<file path="src/verilog/dscg_pkg.sv">
// Purpose: Constants for the deep-sleep clock gating register block.
// Assumes: One 32-bit register word per offset on a plain strobe port.
// Notes: Offsets below are byte addresses.
// Notes on behaviour
// - Enable one clocks unit; zero stops it.
// - Access to unclocked unit raises bus fault; only watchdog and converter fault here, retention has no fault path.
// - Run, sleep, deep-sleep each use own enables.
// - Sleep enables apply only with auto gating.
// - Reset loads 0x00000040, other enables cleared.
// - Bit 16 enables converter clock in deep-sleep.
// - Bits 9:8 select 125K, 250K, 500K rate.
// - Bit 6 enables retention module clock.
// - Bit 3 enables watchdog clock; unclocked access faults.
// - Reserved bits read zero, read-only.
package dscg_pkg;
    // ------------------------------------------------------------------
    // Register map.
    // ------------------------------------------------------------------
    localparam logic [11:0] DSCG_OFS_GATE = 12'h120;
    localparam logic [11:0] DSCG_OFS_CTRL = 12'h124;
    localparam logic [11:0] DSCG_OFS_STAT = 12'h128;
    localparam logic [11:0] DSCG_OFS_MASK = 12'h12C;
    // ------------------------------------------------------------------
    // Field layout and reset values.
    // ------------------------------------------------------------------
    localparam int DSCG_BIT_CONV = 16;
    localparam int DSCG_BIT_RET = 6;
    localparam int DSCG_BIT_WDOG = 3;
    localparam int DSCG_RATE_LO = 8;
    localparam logic [31:0] DSCG_WMASK = 32'h0001_0348;
    localparam logic [31:0] DSCG_GATE_RST = 32'h0000_0040;
    localparam logic [31:0] DSCG_CTRL_RST = 32'h0000_0000;
    localparam int DSCG_CTRL_AUTO = 0;
    localparam int DSCG_CTRL_W = 1;
    localparam int DSCG_STAT_W = 2;
    // Rate codes for the converter.
    localparam logic [1:0] DSCG_RATE_125K = 2'h0;
    localparam logic [1:0] DSCG_RATE_250K = 2'h1;
    localparam logic [1:0] DSCG_RATE_500K = 2'h2;
    // Power states.
    typedef enum logic [1:0]
    {
        DSCG_PS_RUN = 2'b00,
        DSCG_PS_SLEEP = 2'b01,
        DSCG_PS_DEEP = 2'b10
    } dscg_pstate_e;
endpackage : dscg_pkg

</file>
<file path="src/verilog/dscg_top.sv">
// Purpose: Deep-sleep clock gate register and per-unit enable selection.
// Assumes: Run and sleep gate registers live elsewhere and arrive as inputs.
// Notes: Status bit 0 is a watchdog fault, bit 1 a converter fault.
//
// Implementation choice: the strobed register port.
`timescale 1ns/1ps
module dscg_top
(
    input wire logic MCLK_I,
    input wire logic RESETN_I,
    input wire logic [11:0] ADDR_I,
    input wire logic [31:0] WDATA_I,
    input wire logic WR_I,
    input wire logic RD_I,
    output logic [31:0] RDATA_O,
    input wire logic [1:0] PSTATE_I,
    input wire logic [31:0] RUN_GATE_I,
    input wire logic [31:0] SLEEP_GATE_I,
    input wire logic CONV_ACC_I,
    input wire logic WDOG_ACC_I,
    output logic CONV_CLK_EN_O,
    output logic RET_CLK_EN_O,
    output logic WDOG_CLK_EN_O,
    output logic [1:0] CONV_RATE_O,
    output logic [2:0] CONV_RATE_ONEHOT_O,
    output logic BUS_FAULT_O,
    output logic IRQ_O
);
    import dscg_pkg::*;

    // ------------------------------------------------------------------
    // State.
    // ------------------------------------------------------------------
    logic [31:0] gate;               // Deep-sleep gate register.
    logic [31:0] next_gate;
    logic [DSCG_CTRL_W-1:0] ctrl;    // Auto low-power gating select.
    logic [DSCG_CTRL_W-1:0] next_ctrl;
    logic [DSCG_STAT_W-1:0] stat;    // Sticky fault flags.
    logic [DSCG_STAT_W-1:0] next_stat;
    logic [DSCG_STAT_W-1:0] mask;    // Interrupt mask.
    logic [DSCG_STAT_W-1:0] next_mask;
    logic [31:0] rdata;
    logic [31:0] next_rdata;
    logic fault;
    logic next_fault;
    logic [31:0] eff;                // Enables in force this cycle.
    logic [DSCG_STAT_W-1:0] ev;      // Fault events this cycle.

    // ------------------------------------------------------------------
    // Enable selection per power state.
    // ------------------------------------------------------------------
    // Sleep tables only apply with auto gating; else run table holds.
    always_comb
    begin
        eff = RUN_GATE_I;
        if (ctrl[DSCG_CTRL_AUTO])
        begin
            if (PSTATE_I == DSCG_PS_SLEEP)
            begin
                eff = SLEEP_GATE_I;
            end
            else if (PSTATE_I == DSCG_PS_DEEP)
            begin
                eff = gate;
            end
        end
    end

    // Unit clocks follow the selected enables directly.
    assign CONV_CLK_EN_O = eff[DSCG_BIT_CONV];
    assign RET_CLK_EN_O = eff[DSCG_BIT_RET];
    assign WDOG_CLK_EN_O = eff[DSCG_BIT_WDOG];
    // The rate code is software's; 2'h3 is not checked by hardware.
    assign CONV_RATE_O = gate[DSCG_RATE_LO+1:DSCG_RATE_LO];
    always_comb
    begin
        CONV_RATE_ONEHOT_O = 3'h0;
        unique case (CONV_RATE_O)
            DSCG_RATE_125K: CONV_RATE_ONEHOT_O = 3'h1;
            DSCG_RATE_250K: CONV_RATE_ONEHOT_O = 3'h2;
            DSCG_RATE_500K: CONV_RATE_ONEHOT_O = 3'h4;
            default: CONV_RATE_ONEHOT_O = 3'h0;
        endcase
    end

    // ------------------------------------------------------------------
    // Fault detection.
    // ------------------------------------------------------------------
    // The retention module has no fault path, only the other two.
    assign ev[0] = WDOG_ACC_I & ~eff[DSCG_BIT_WDOG];
    assign ev[1] = CONV_ACC_I & ~eff[DSCG_BIT_CONV];

    // ------------------------------------------------------------------
    // Register next-state logic.
    // ------------------------------------------------------------------
    // Read of status clears it, but a new event wins over the clear.
    always_comb
    begin
        next_gate = gate;
        next_ctrl = ctrl;
        next_mask = mask;
        next_stat = stat;
        next_rdata = 32'h0000_0000;
        next_fault = |ev;
        if (WR_I)
        begin
            unique case (ADDR_I)
                DSCG_OFS_GATE: next_gate = WDATA_I & DSCG_WMASK;
                DSCG_OFS_CTRL: next_ctrl = WDATA_I[DSCG_CTRL_W-1:0];
                DSCG_OFS_MASK: next_mask = WDATA_I[DSCG_STAT_W-1:0];
                default: next_ctrl = ctrl;
            endcase
        end
        if (RD_I)
        begin
            unique case (ADDR_I)
                DSCG_OFS_GATE: next_rdata = gate & DSCG_WMASK;
                DSCG_OFS_CTRL: next_rdata = {{(32-DSCG_CTRL_W){1'b0}}, ctrl};
                DSCG_OFS_STAT:
                begin
                    next_rdata = {{(32-DSCG_STAT_W){1'b0}}, stat};
                    next_stat = '0;
                end
                DSCG_OFS_MASK: next_rdata = {{(32-DSCG_STAT_W){1'b0}}, mask};
                default: next_rdata = 32'h0000_0000;
            endcase
        end
        next_stat = next_stat | ev;
    end

    // Register stage only.
    always_ff @(posedge MCLK_I or negedge RESETN_I)
    begin
        if (!RESETN_I)
        begin
            gate <= DSCG_GATE_RST;
            ctrl <= DSCG_CTRL_RST[DSCG_CTRL_W-1:0];
            stat <= '0;
            mask <= '0;
            rdata <= 32'h0000_0000;
            fault <= 1'b0;
        end
        else
        begin
            gate <= next_gate;
            ctrl <= next_ctrl;
            stat <= next_stat;
            mask <= next_mask;
            rdata <= next_rdata;
            fault <= next_fault;
        end
    end

    assign RDATA_O = rdata;
    assign BUS_FAULT_O = fault;
    assign IRQ_O = |(stat & mask);

    // ------------------------------------------------------------------
    // Checks.
    // ------------------------------------------------------------------
    // Write-data fields held as plain nets, so that $past sees a signal.
    logic [1:0] wr_rate;             // Rate code on the write bus.
    logic wr_conv;                   // Converter enable on the write bus.
    logic wr_auto;                   // Auto gating select on the write bus.
    assign wr_rate = WDATA_I[DSCG_RATE_LO+1:DSCG_RATE_LO];
    assign wr_conv = WDATA_I[DSCG_BIT_CONV];
    assign wr_auto = WDATA_I[DSCG_CTRL_AUTO];

    // An access to an unclocked watchdog must fault in the next cycle.
    property p_wdog_fault;
        @(posedge MCLK_I) disable iff (!RESETN_I)
        (WDOG_ACC_I && !WDOG_CLK_EN_O) |=> BUS_FAULT_O && stat[0];
    endproperty
    a_wdog_fault: assert property (p_wdog_fault) else $error("watchdog fault missed");

    // An access to an unclocked converter must fault in the next cycle.
    property p_conv_fault;
        @(posedge MCLK_I) disable iff (!RESETN_I)
        (CONV_ACC_I && !CONV_CLK_EN_O) |=> BUS_FAULT_O && stat[1];
    endproperty
    a_conv_fault: assert property (p_conv_fault) else $error("converter fault missed");

    // A clocked unit must never produce a fault.
    property p_no_fault;
        @(posedge MCLK_I) disable iff (!RESETN_I)
        !((WDOG_ACC_I && !WDOG_CLK_EN_O) || (CONV_ACC_I && !CONV_CLK_EN_O)) |=> !BUS_FAULT_O;
    endproperty
    a_no_fault: assert property (p_no_fault) else $error("spurious fault");

    // In deep-sleep with auto gating, this register drives the enables.
    property p_deep;
        @(posedge MCLK_I) disable iff (!RESETN_I)
        (ctrl[DSCG_CTRL_AUTO] && PSTATE_I == DSCG_PS_DEEP)
            |-> WDOG_CLK_EN_O == gate[DSCG_BIT_WDOG] && RET_CLK_EN_O == gate[DSCG_BIT_RET];
    endproperty
    a_deep: assert property (p_deep) else $error("deep enables wrong");

    // Without auto gating the run table holds in every power state.
    property p_noauto;
        @(posedge MCLK_I) disable iff (!RESETN_I)
        !ctrl[DSCG_CTRL_AUTO] |-> CONV_CLK_EN_O == RUN_GATE_I[DSCG_BIT_CONV];
    endproperty
    a_noauto: assert property (p_noauto) else $error("auto gating ignored");

    // Reserved positions never store a written one.
    property p_resv;
        @(posedge MCLK_I) disable iff (!RESETN_I)
        (WR_I && ADDR_I == DSCG_OFS_GATE) |=> (gate & ~DSCG_WMASK) == 32'h0000_0000;
    endproperty
    a_resv: assert property (p_resv) else $error("reserved bit stored");

    // Gate readback shows the register with reserved bits at zero.
    property p_rd;
        @(posedge MCLK_I) disable iff (!RESETN_I)
        (RD_I && ADDR_I == DSCG_OFS_GATE)
            |=> RDATA_O == $past(gate) && RDATA_O[31:17] == 15'h0000;
    endproperty
    a_rd: assert property (p_rd) else $error("gate readback wrong");

    // The rate field follows the written code.
    property p_rate;
        @(posedge MCLK_I) disable iff (!RESETN_I)
        (WR_I && ADDR_I == DSCG_OFS_GATE) |=> CONV_RATE_O == $past(wr_rate);
    endproperty
    a_rate: assert property (p_rate) else $error("rate field not stored");

    // The converter enable bit follows the written value.
    property p_conv_bit;
        @(posedge MCLK_I) disable iff (!RESETN_I)
        (WR_I && ADDR_I == DSCG_OFS_GATE) |=> gate[DSCG_BIT_CONV] == $past(wr_conv);
    endproperty
    a_conv_bit: assert property (p_conv_bit) else $error("converter bit not stored");

    // Leaving reset the register holds its documented value.
    property p_reset;
        @(posedge MCLK_I) $rose(RESETN_I) |-> gate == DSCG_GATE_RST;
    endproperty
    a_reset: assert property (p_reset) else $error("bad reset value");

    // In deep-sleep with auto gating, bit 16 clocks the converter.
    property p_deep_conv;
        @(posedge MCLK_I) disable iff (!RESETN_I)
        (ctrl[DSCG_CTRL_AUTO] && PSTATE_I == DSCG_PS_DEEP)
            |-> CONV_CLK_EN_O == gate[DSCG_BIT_CONV];
    endproperty
    a_deep_conv: assert property (p_deep_conv) else $error("deep converter enable wrong");

    // In sleep with auto gating, the sleep table drives the enables.
    property p_sleep;
        @(posedge MCLK_I) disable iff (!RESETN_I)
        (ctrl[DSCG_CTRL_AUTO] && PSTATE_I == DSCG_PS_SLEEP)
            |-> CONV_CLK_EN_O == SLEEP_GATE_I[DSCG_BIT_CONV]
            && WDOG_CLK_EN_O == SLEEP_GATE_I[DSCG_BIT_WDOG];
    endproperty
    a_sleep: assert property (p_sleep) else $error("sleep enables wrong");

    // The retention module follows the run table without auto gating.
    property p_ret_run;
        @(posedge MCLK_I) disable iff (!RESETN_I)
        !ctrl[DSCG_CTRL_AUTO] |-> RET_CLK_EN_O == RUN_GATE_I[DSCG_BIT_RET];
    endproperty
    a_ret_run: assert property (p_ret_run) else $error("retention enable wrong");

    // Without a gate write the register keeps its value.
    property p_gate_hold;
        @(posedge MCLK_I) disable iff (!RESETN_I)
        !(WR_I && ADDR_I == DSCG_OFS_GATE) |=> $stable(gate);
    endproperty
    a_gate_hold: assert property (p_gate_hold) else $error("gate changed unwritten");

    // A status read returns the flags as they stood at the strobe.
    property p_rd_stat;
        @(posedge MCLK_I) disable iff (!RESETN_I)
        (RD_I && ADDR_I == DSCG_OFS_STAT)
            |=> RDATA_O == {{(32-DSCG_STAT_W){1'b0}}, $past(stat)};
    endproperty
    a_rd_stat: assert property (p_rd_stat) else $error("status readback wrong");

    // A status read with no new event leaves the flags clear.
    property p_stat_clear;
        @(posedge MCLK_I) disable iff (!RESETN_I)
        (RD_I && ADDR_I == DSCG_OFS_STAT && !WDOG_ACC_I && !CONV_ACC_I) |=> stat == '0;
    endproperty
    a_stat_clear: assert property (p_stat_clear) else $error("status not cleared");

    // A fault flag stays set until software reads the status.
    property p_stat_sticky;
        @(posedge MCLK_I) disable iff (!RESETN_I)
        (stat[0] && !(RD_I && ADDR_I == DSCG_OFS_STAT)) |=> stat[0];
    endproperty
    a_stat_sticky: assert property (p_stat_sticky) else $error("watchdog flag lost");

    // Read data are zero outside the cycle after a read strobe.
    property p_rd_idle;
        @(posedge MCLK_I) disable iff (!RESETN_I)
        !RD_I |=> RDATA_O == 32'h0000_0000;
    endproperty
    a_rd_idle: assert property (p_rd_idle) else $error("read data not idle");

    // Every legal rate code lights exactly one rate line.
    property p_onehot;
        @(posedge MCLK_I) disable iff (!RESETN_I)
        (CONV_RATE_O != 2'h3) |-> $onehot(CONV_RATE_ONEHOT_O);
    endproperty
    a_onehot: assert property (p_onehot) else $error("rate decode wrong");

    // The auto gating select follows a control write.
    property p_ctrl_wr;
        @(posedge MCLK_I) disable iff (!RESETN_I)
        (WR_I && ADDR_I == DSCG_OFS_CTRL) |=> ctrl[DSCG_CTRL_AUTO] == $past(wr_auto);
    endproperty
    a_ctrl_wr: assert property (p_ctrl_wr) else $error("auto select not stored");
endmodule : dscg_top

</file>
<file path="config.mk">
export PLATFORM = sky130hd
export DESIGN_NAME = dscg_top
export DESIGN_NICKNAME = d
export VERILOG_FILES = /design/src/verilog/dscg_pkg.sv /design/src/verilog/dscg_top.sv
export SDC_FILE = /design/constraint.sdc
export NUM_CORES = 1
export LEC_CHECK = 0
export BUFFER_PORTS_ARGS = -buffer_cell sky130_fd_sc_hd__clkbuf_2
export CAP_MARGIN = 20
export CORE_UTILIZATION = 28
export DETAILED_ROUTE_END_ITERATION = 16
export PLACE_DENSITY = 0.78
export SYNTH_ARGS = -nofsm -noshare
export SYNTH_HDL_FRONTEND = slang
export SYNTH_SLANG_ARGS = --single-unit
</file>
<file path="constraint.sdc">
create_clock -name MCLK_I -period 1.4 [get_ports MCLK_I]
set_input_delay 0.42 -clock MCLK_I [delete_from_list [all_inputs] [get_ports MCLK_I]]
set_output_delay 0.42 -clock MCLK_I [all_outputs]
set_load 0.05 [all_outputs]
</file>
==> summary by stage <==
Yosys
The average cell area after synthesis is 10.6 um^2. The number of warnings reported in the yosys synthesis log is 0. Synthesis produced a netlist whose cell count is 112.

The netlist uses 35 different library cells. Yosys attributes the largest share of cell area to dfrtp_1 36%, buf_4 17%, mux2_2 7.6%. The post-synthesis cell type with the largest combined area is dfrtp_1. After synthesis, the largest area contributor takes up 35.7% of total cell area. The share of the Yosys chip area taken by registers is 37.9%.

The register bit count reported by yosys is 18. The cell area after synthesis is 1190 um^2.

Place
The estimated wirelength of the detail-placed design is 2.06 mm. At the end of routability-driven placement, the weighted congestion stood at 0.722. The cell area after placement is 1580 um^2. In this run, placement finished with an instance count of 220. The number of I/O port buffers is 49.

STA
Between clock sinks in the finished design, the worst skew comes to 0.000916 ns. The highest attainable clock frequency is 563 MHz. The minimum setup slack in the final design is -0.375 ns. The number of setup violations in the final report is 24. The max-slew violation total from the final report is 0. The final hold violation count is 0. The worst hold margin is 0.0935 ns. Setup repair after global routing could not meet its margin everywhere. The routed design could run at a clock period as short as 1.78 ns.

After layout, the worst path uses 127% of the clock period.

Status
The run finished, with violations left. The checks that failed: negative setup slack.

Global routing
The total overflow left after global routing is 0. Entering global routing, the biggest net connects 19 pins. In the global route stage, overall resource usage came out at 13.6%. The number of global-route vias before repair is 1005. The initial antenna violation count is 0. The first global-routing pass estimated 4.51 mm of wire.

Power and ir drop
Combinational logic is responsible for 27.7% of the overall power. The worst-case IR drop observed on VDD is 0.245 mV. Sequential cells burn 40.1% of the power.

The total net switching power is 0.000432 W. Cell internal power was estimated by the tool at 0.000881 W. The leakage component of the power is 0.931 nW. The final total power is 0.00131 W. Of the total power, the clock network draws 32.2%. The cell area power density is 699 nW/um^2.

In this run switching power makes up 32.9% of total power.

Worst setup path
Of all nets on the critical path, the largest fanout is 7. STA puts the critical path data required time at 1.56 ns. The element type at the critical path start is a primary input. The signal arrival time at the worst endpoint is 1.94 ns. The critical path is of the primary input to flip-flop type.

The nature of the critical path endpoint is a flip-flop.

Worst hold path
The type of the tightest min-delay check is primary input to async pin.

Detailed routing
The routed wire length is 2.78 mm. The detailed-route wire length per cell is 12.0 um. After detailed routing, the number of vias per cell comes to 4.31.

For this run, the detailed router's first-pass iteration total came to 4. After the first detailed-routing iteration, the DRC count stood at 35. In the routed design, unresolved DRC markers number 0. The final route contains 996 vias. The count of nets left with antenna violations once routing finished came out at 0.

Floorplan
The count of boundary I/O pins is 158. The initial standard-cell utilization of the core is 29.4%. The die boundary width is 67.3 um. The number of placement rows is 23.

The floorplan step set the die height to 67.3 um. The floorplan die area is 4520 um^2. The region available for standard cell placement spans 4060 um^2.

CTS
The clock reaches the later pin of the worst-skew pair after 0.25 ns. The total of hold buffers inserted after clock tree synthesis is 0. The clock tree from TritonCTS is done. The clock edge transition at the registers on the reported setup and hold paths is 0.07 ns. The number of buffers on the longest clock path is 2. The tree built by TritonCTS fans out to 18 sinks. The CTS root buffer is clkbuf_8. The number of CTS-inserted buffers is 3. The H-tree depth is 1.

Finish
0 antenna diodes ended up in the layout. The finished cells cover 1880 um^2. The fraction of final layout cells sized beyond drive strength 1 is 65.2%. The count of cells in the finished layout, fillers not included, comes to 231.

Compared with the post-synthesis result, the final layout area differs by 57.6%. Once layout is complete, the utilization of the core stands at 46.3%. The final layout net count is 298.

Job
The number of maximum-capacitance violations is 0.
==> cell usage in the layout (no fill, tap or decap), drive strengths merged, types with 3 or more instances in the layout <==
master / count
mux2: 8
nand2: 3
nand3b: 3
nor4: 3
inv: 3
or2: 3
nor4b: 5
a21oi: 3
buf: 34
conb: 25
dfrtp: 17
o22ai: 3
clkbuf: 43
==> state kept, by name, indices dropped and copies added (netlist names) <==
| register | cells |
|---|---|
| RDATA_O | 7 |
| gate | 5 |
| mask | 2 |
| stat | 2 |
| BUS_FAULT_O | 1 |
| ctrl | 1 |
==> logic make-up after synthesis <==
group	count (synthesis)	synth area share, %
other	1	0.314
multiplexers	9	8.39
XOR/XNOR	1	0.735
buffers and inverters	35	20.1
AND/OR/NAND/NOR	33	24.2
flip-flops	18	37.9
AO/OA/AOI/OAI	15	8.29
==> synthesized netlist by cell type <==
| cell | n |
|---|---|
| or3b_2 | 2 |
| a21o_1 | 1 |
| nand2b_1 | 1 |
| nor2_1 | 2 |
| inv_1 | 3 |
| a21boi_0 | 2 |
| o21ai_0 | 2 |
| nor4b_2 | 5 |
| dfrtp_1 | 17 |
| o211ai_1 | 2 |
| nand2_1 | 3 |
| nor2b_1 | 2 |
| nor3b_1 | 2 |
| dfstp_2 | 1 |
| nand4b_1 | 2 |
| o22a_1 | 1 |
| or4b_4 | 2 |
| clkbuf_1 | 3 |
| buf_4 | 27 |
| or2_2 | 3 |
| xor2_1 | 1 |
| or4_1 | 1 |
| mux2i_1 | 1 |
| nor4_4 | 1 |
| buf_1 | 1 |
| nand3_1 | 1 |
| a21oi_1 | 3 |
| o22ai_1 | 3 |
| nor4_1 | 2 |
| conb_1 | 1 |
| or4_4 | 1 |
| a22o_1 | 1 |
| mux2_2 | 8 |
| nand3b_1 | 3 |
| buf_6 | 1 |
==> layer usage <==
metal  part of all wire, %  vias to the layer above  global-route usage (%)
met3                   7.5                        6                    4.56
met4                   1.8                        0                    6.12
met1                    40                      466                    15.8
met2                    51                       43                    22.4
li1                      -                      481                       -
met5                     0                        -                       0
==> cell type report <==
| class | count | area [um^2] |
|---|---|---|
| fill | 382 | 2180 |
| multi-input combinational | 83 | 754 |
| timing repair buffer | 73 | 541 |
| sequential | 18 | 455 |
| tap | 50 | 62.6 |
| clock buffer | 4 | 55.1 |
| inverter | 3 | 11.3 |
==> final timing paths <==
kind / startpoint / endpoint / slack [ns] / cells past startpoint
setup / recovery: ADDR_I[10] / RDATA_O[6]$_DFF_PN0_ / -0.38 / 4
hold / removal: RESETN_I / RDATA_O[3]$_DFF_PN0_ / 0.09 / 1
setup reg to reg: ctrl$_DFFE_PN0P_ / RDATA_O[0]$_DFF_PN0_ / 0.07 / 4
hold reg to reg: stat[0]$_DFF_PN0_ / stat[0]$_DFF_PN0_ / 0.56 / 2
max in group asynchronous: RESETN_I / gate[6]$_DFFE_PN1P_ / 0.98 / 1
min in group MCLK_I: WDATA_I[8] / gate[8]$_DFFE_PN0P_ / 0.39 / 2
==> per-stage QoR <==
step / setup slack, ns / setup TNS, ns
floorplan: -0.531 / -7.51
global placement: -0.639 / -10.40
detailed placement: -0.656 / -10.68
CTS: -0.373 / -5.65
global route: -0.420 / -6.79
finish: -0.375 / -5.94
==> power by group through the flow <==
| stage | logic [W] | registers (W) | clock network [W] |
|---|---|---|---|
| global placement | 0.000333 | 0.000535 | 0 |
| finish | 0.000364 | 0.000526 | 0.000423 |
| detailed placement | 0.000336 | 0.000536 | 0 |
| floorplan | 0.000282 | 0.000543 | 0 |
| CTS | 0.000357 | 0.000526 | 0.000440 |
| global route | 0.000386 | 0.000526 | 0.000465 |
==> critical path, cell delays in order <==
cell and delay (ns):
clkbuf_2 0.08, or4b_4 0.56, or4_4 0.60, nor4b_2 0.28
==> what timing repair did <==
action                                  in CTS  in global routing
gates resized for setup                     33                 15
endpoints found under the setup margin      26                 26
pin swaps                                    9                  4
setup buffers                                6                  2
hold endpoints to repair                     0                  0
Power figures use the tool's default switching activity.
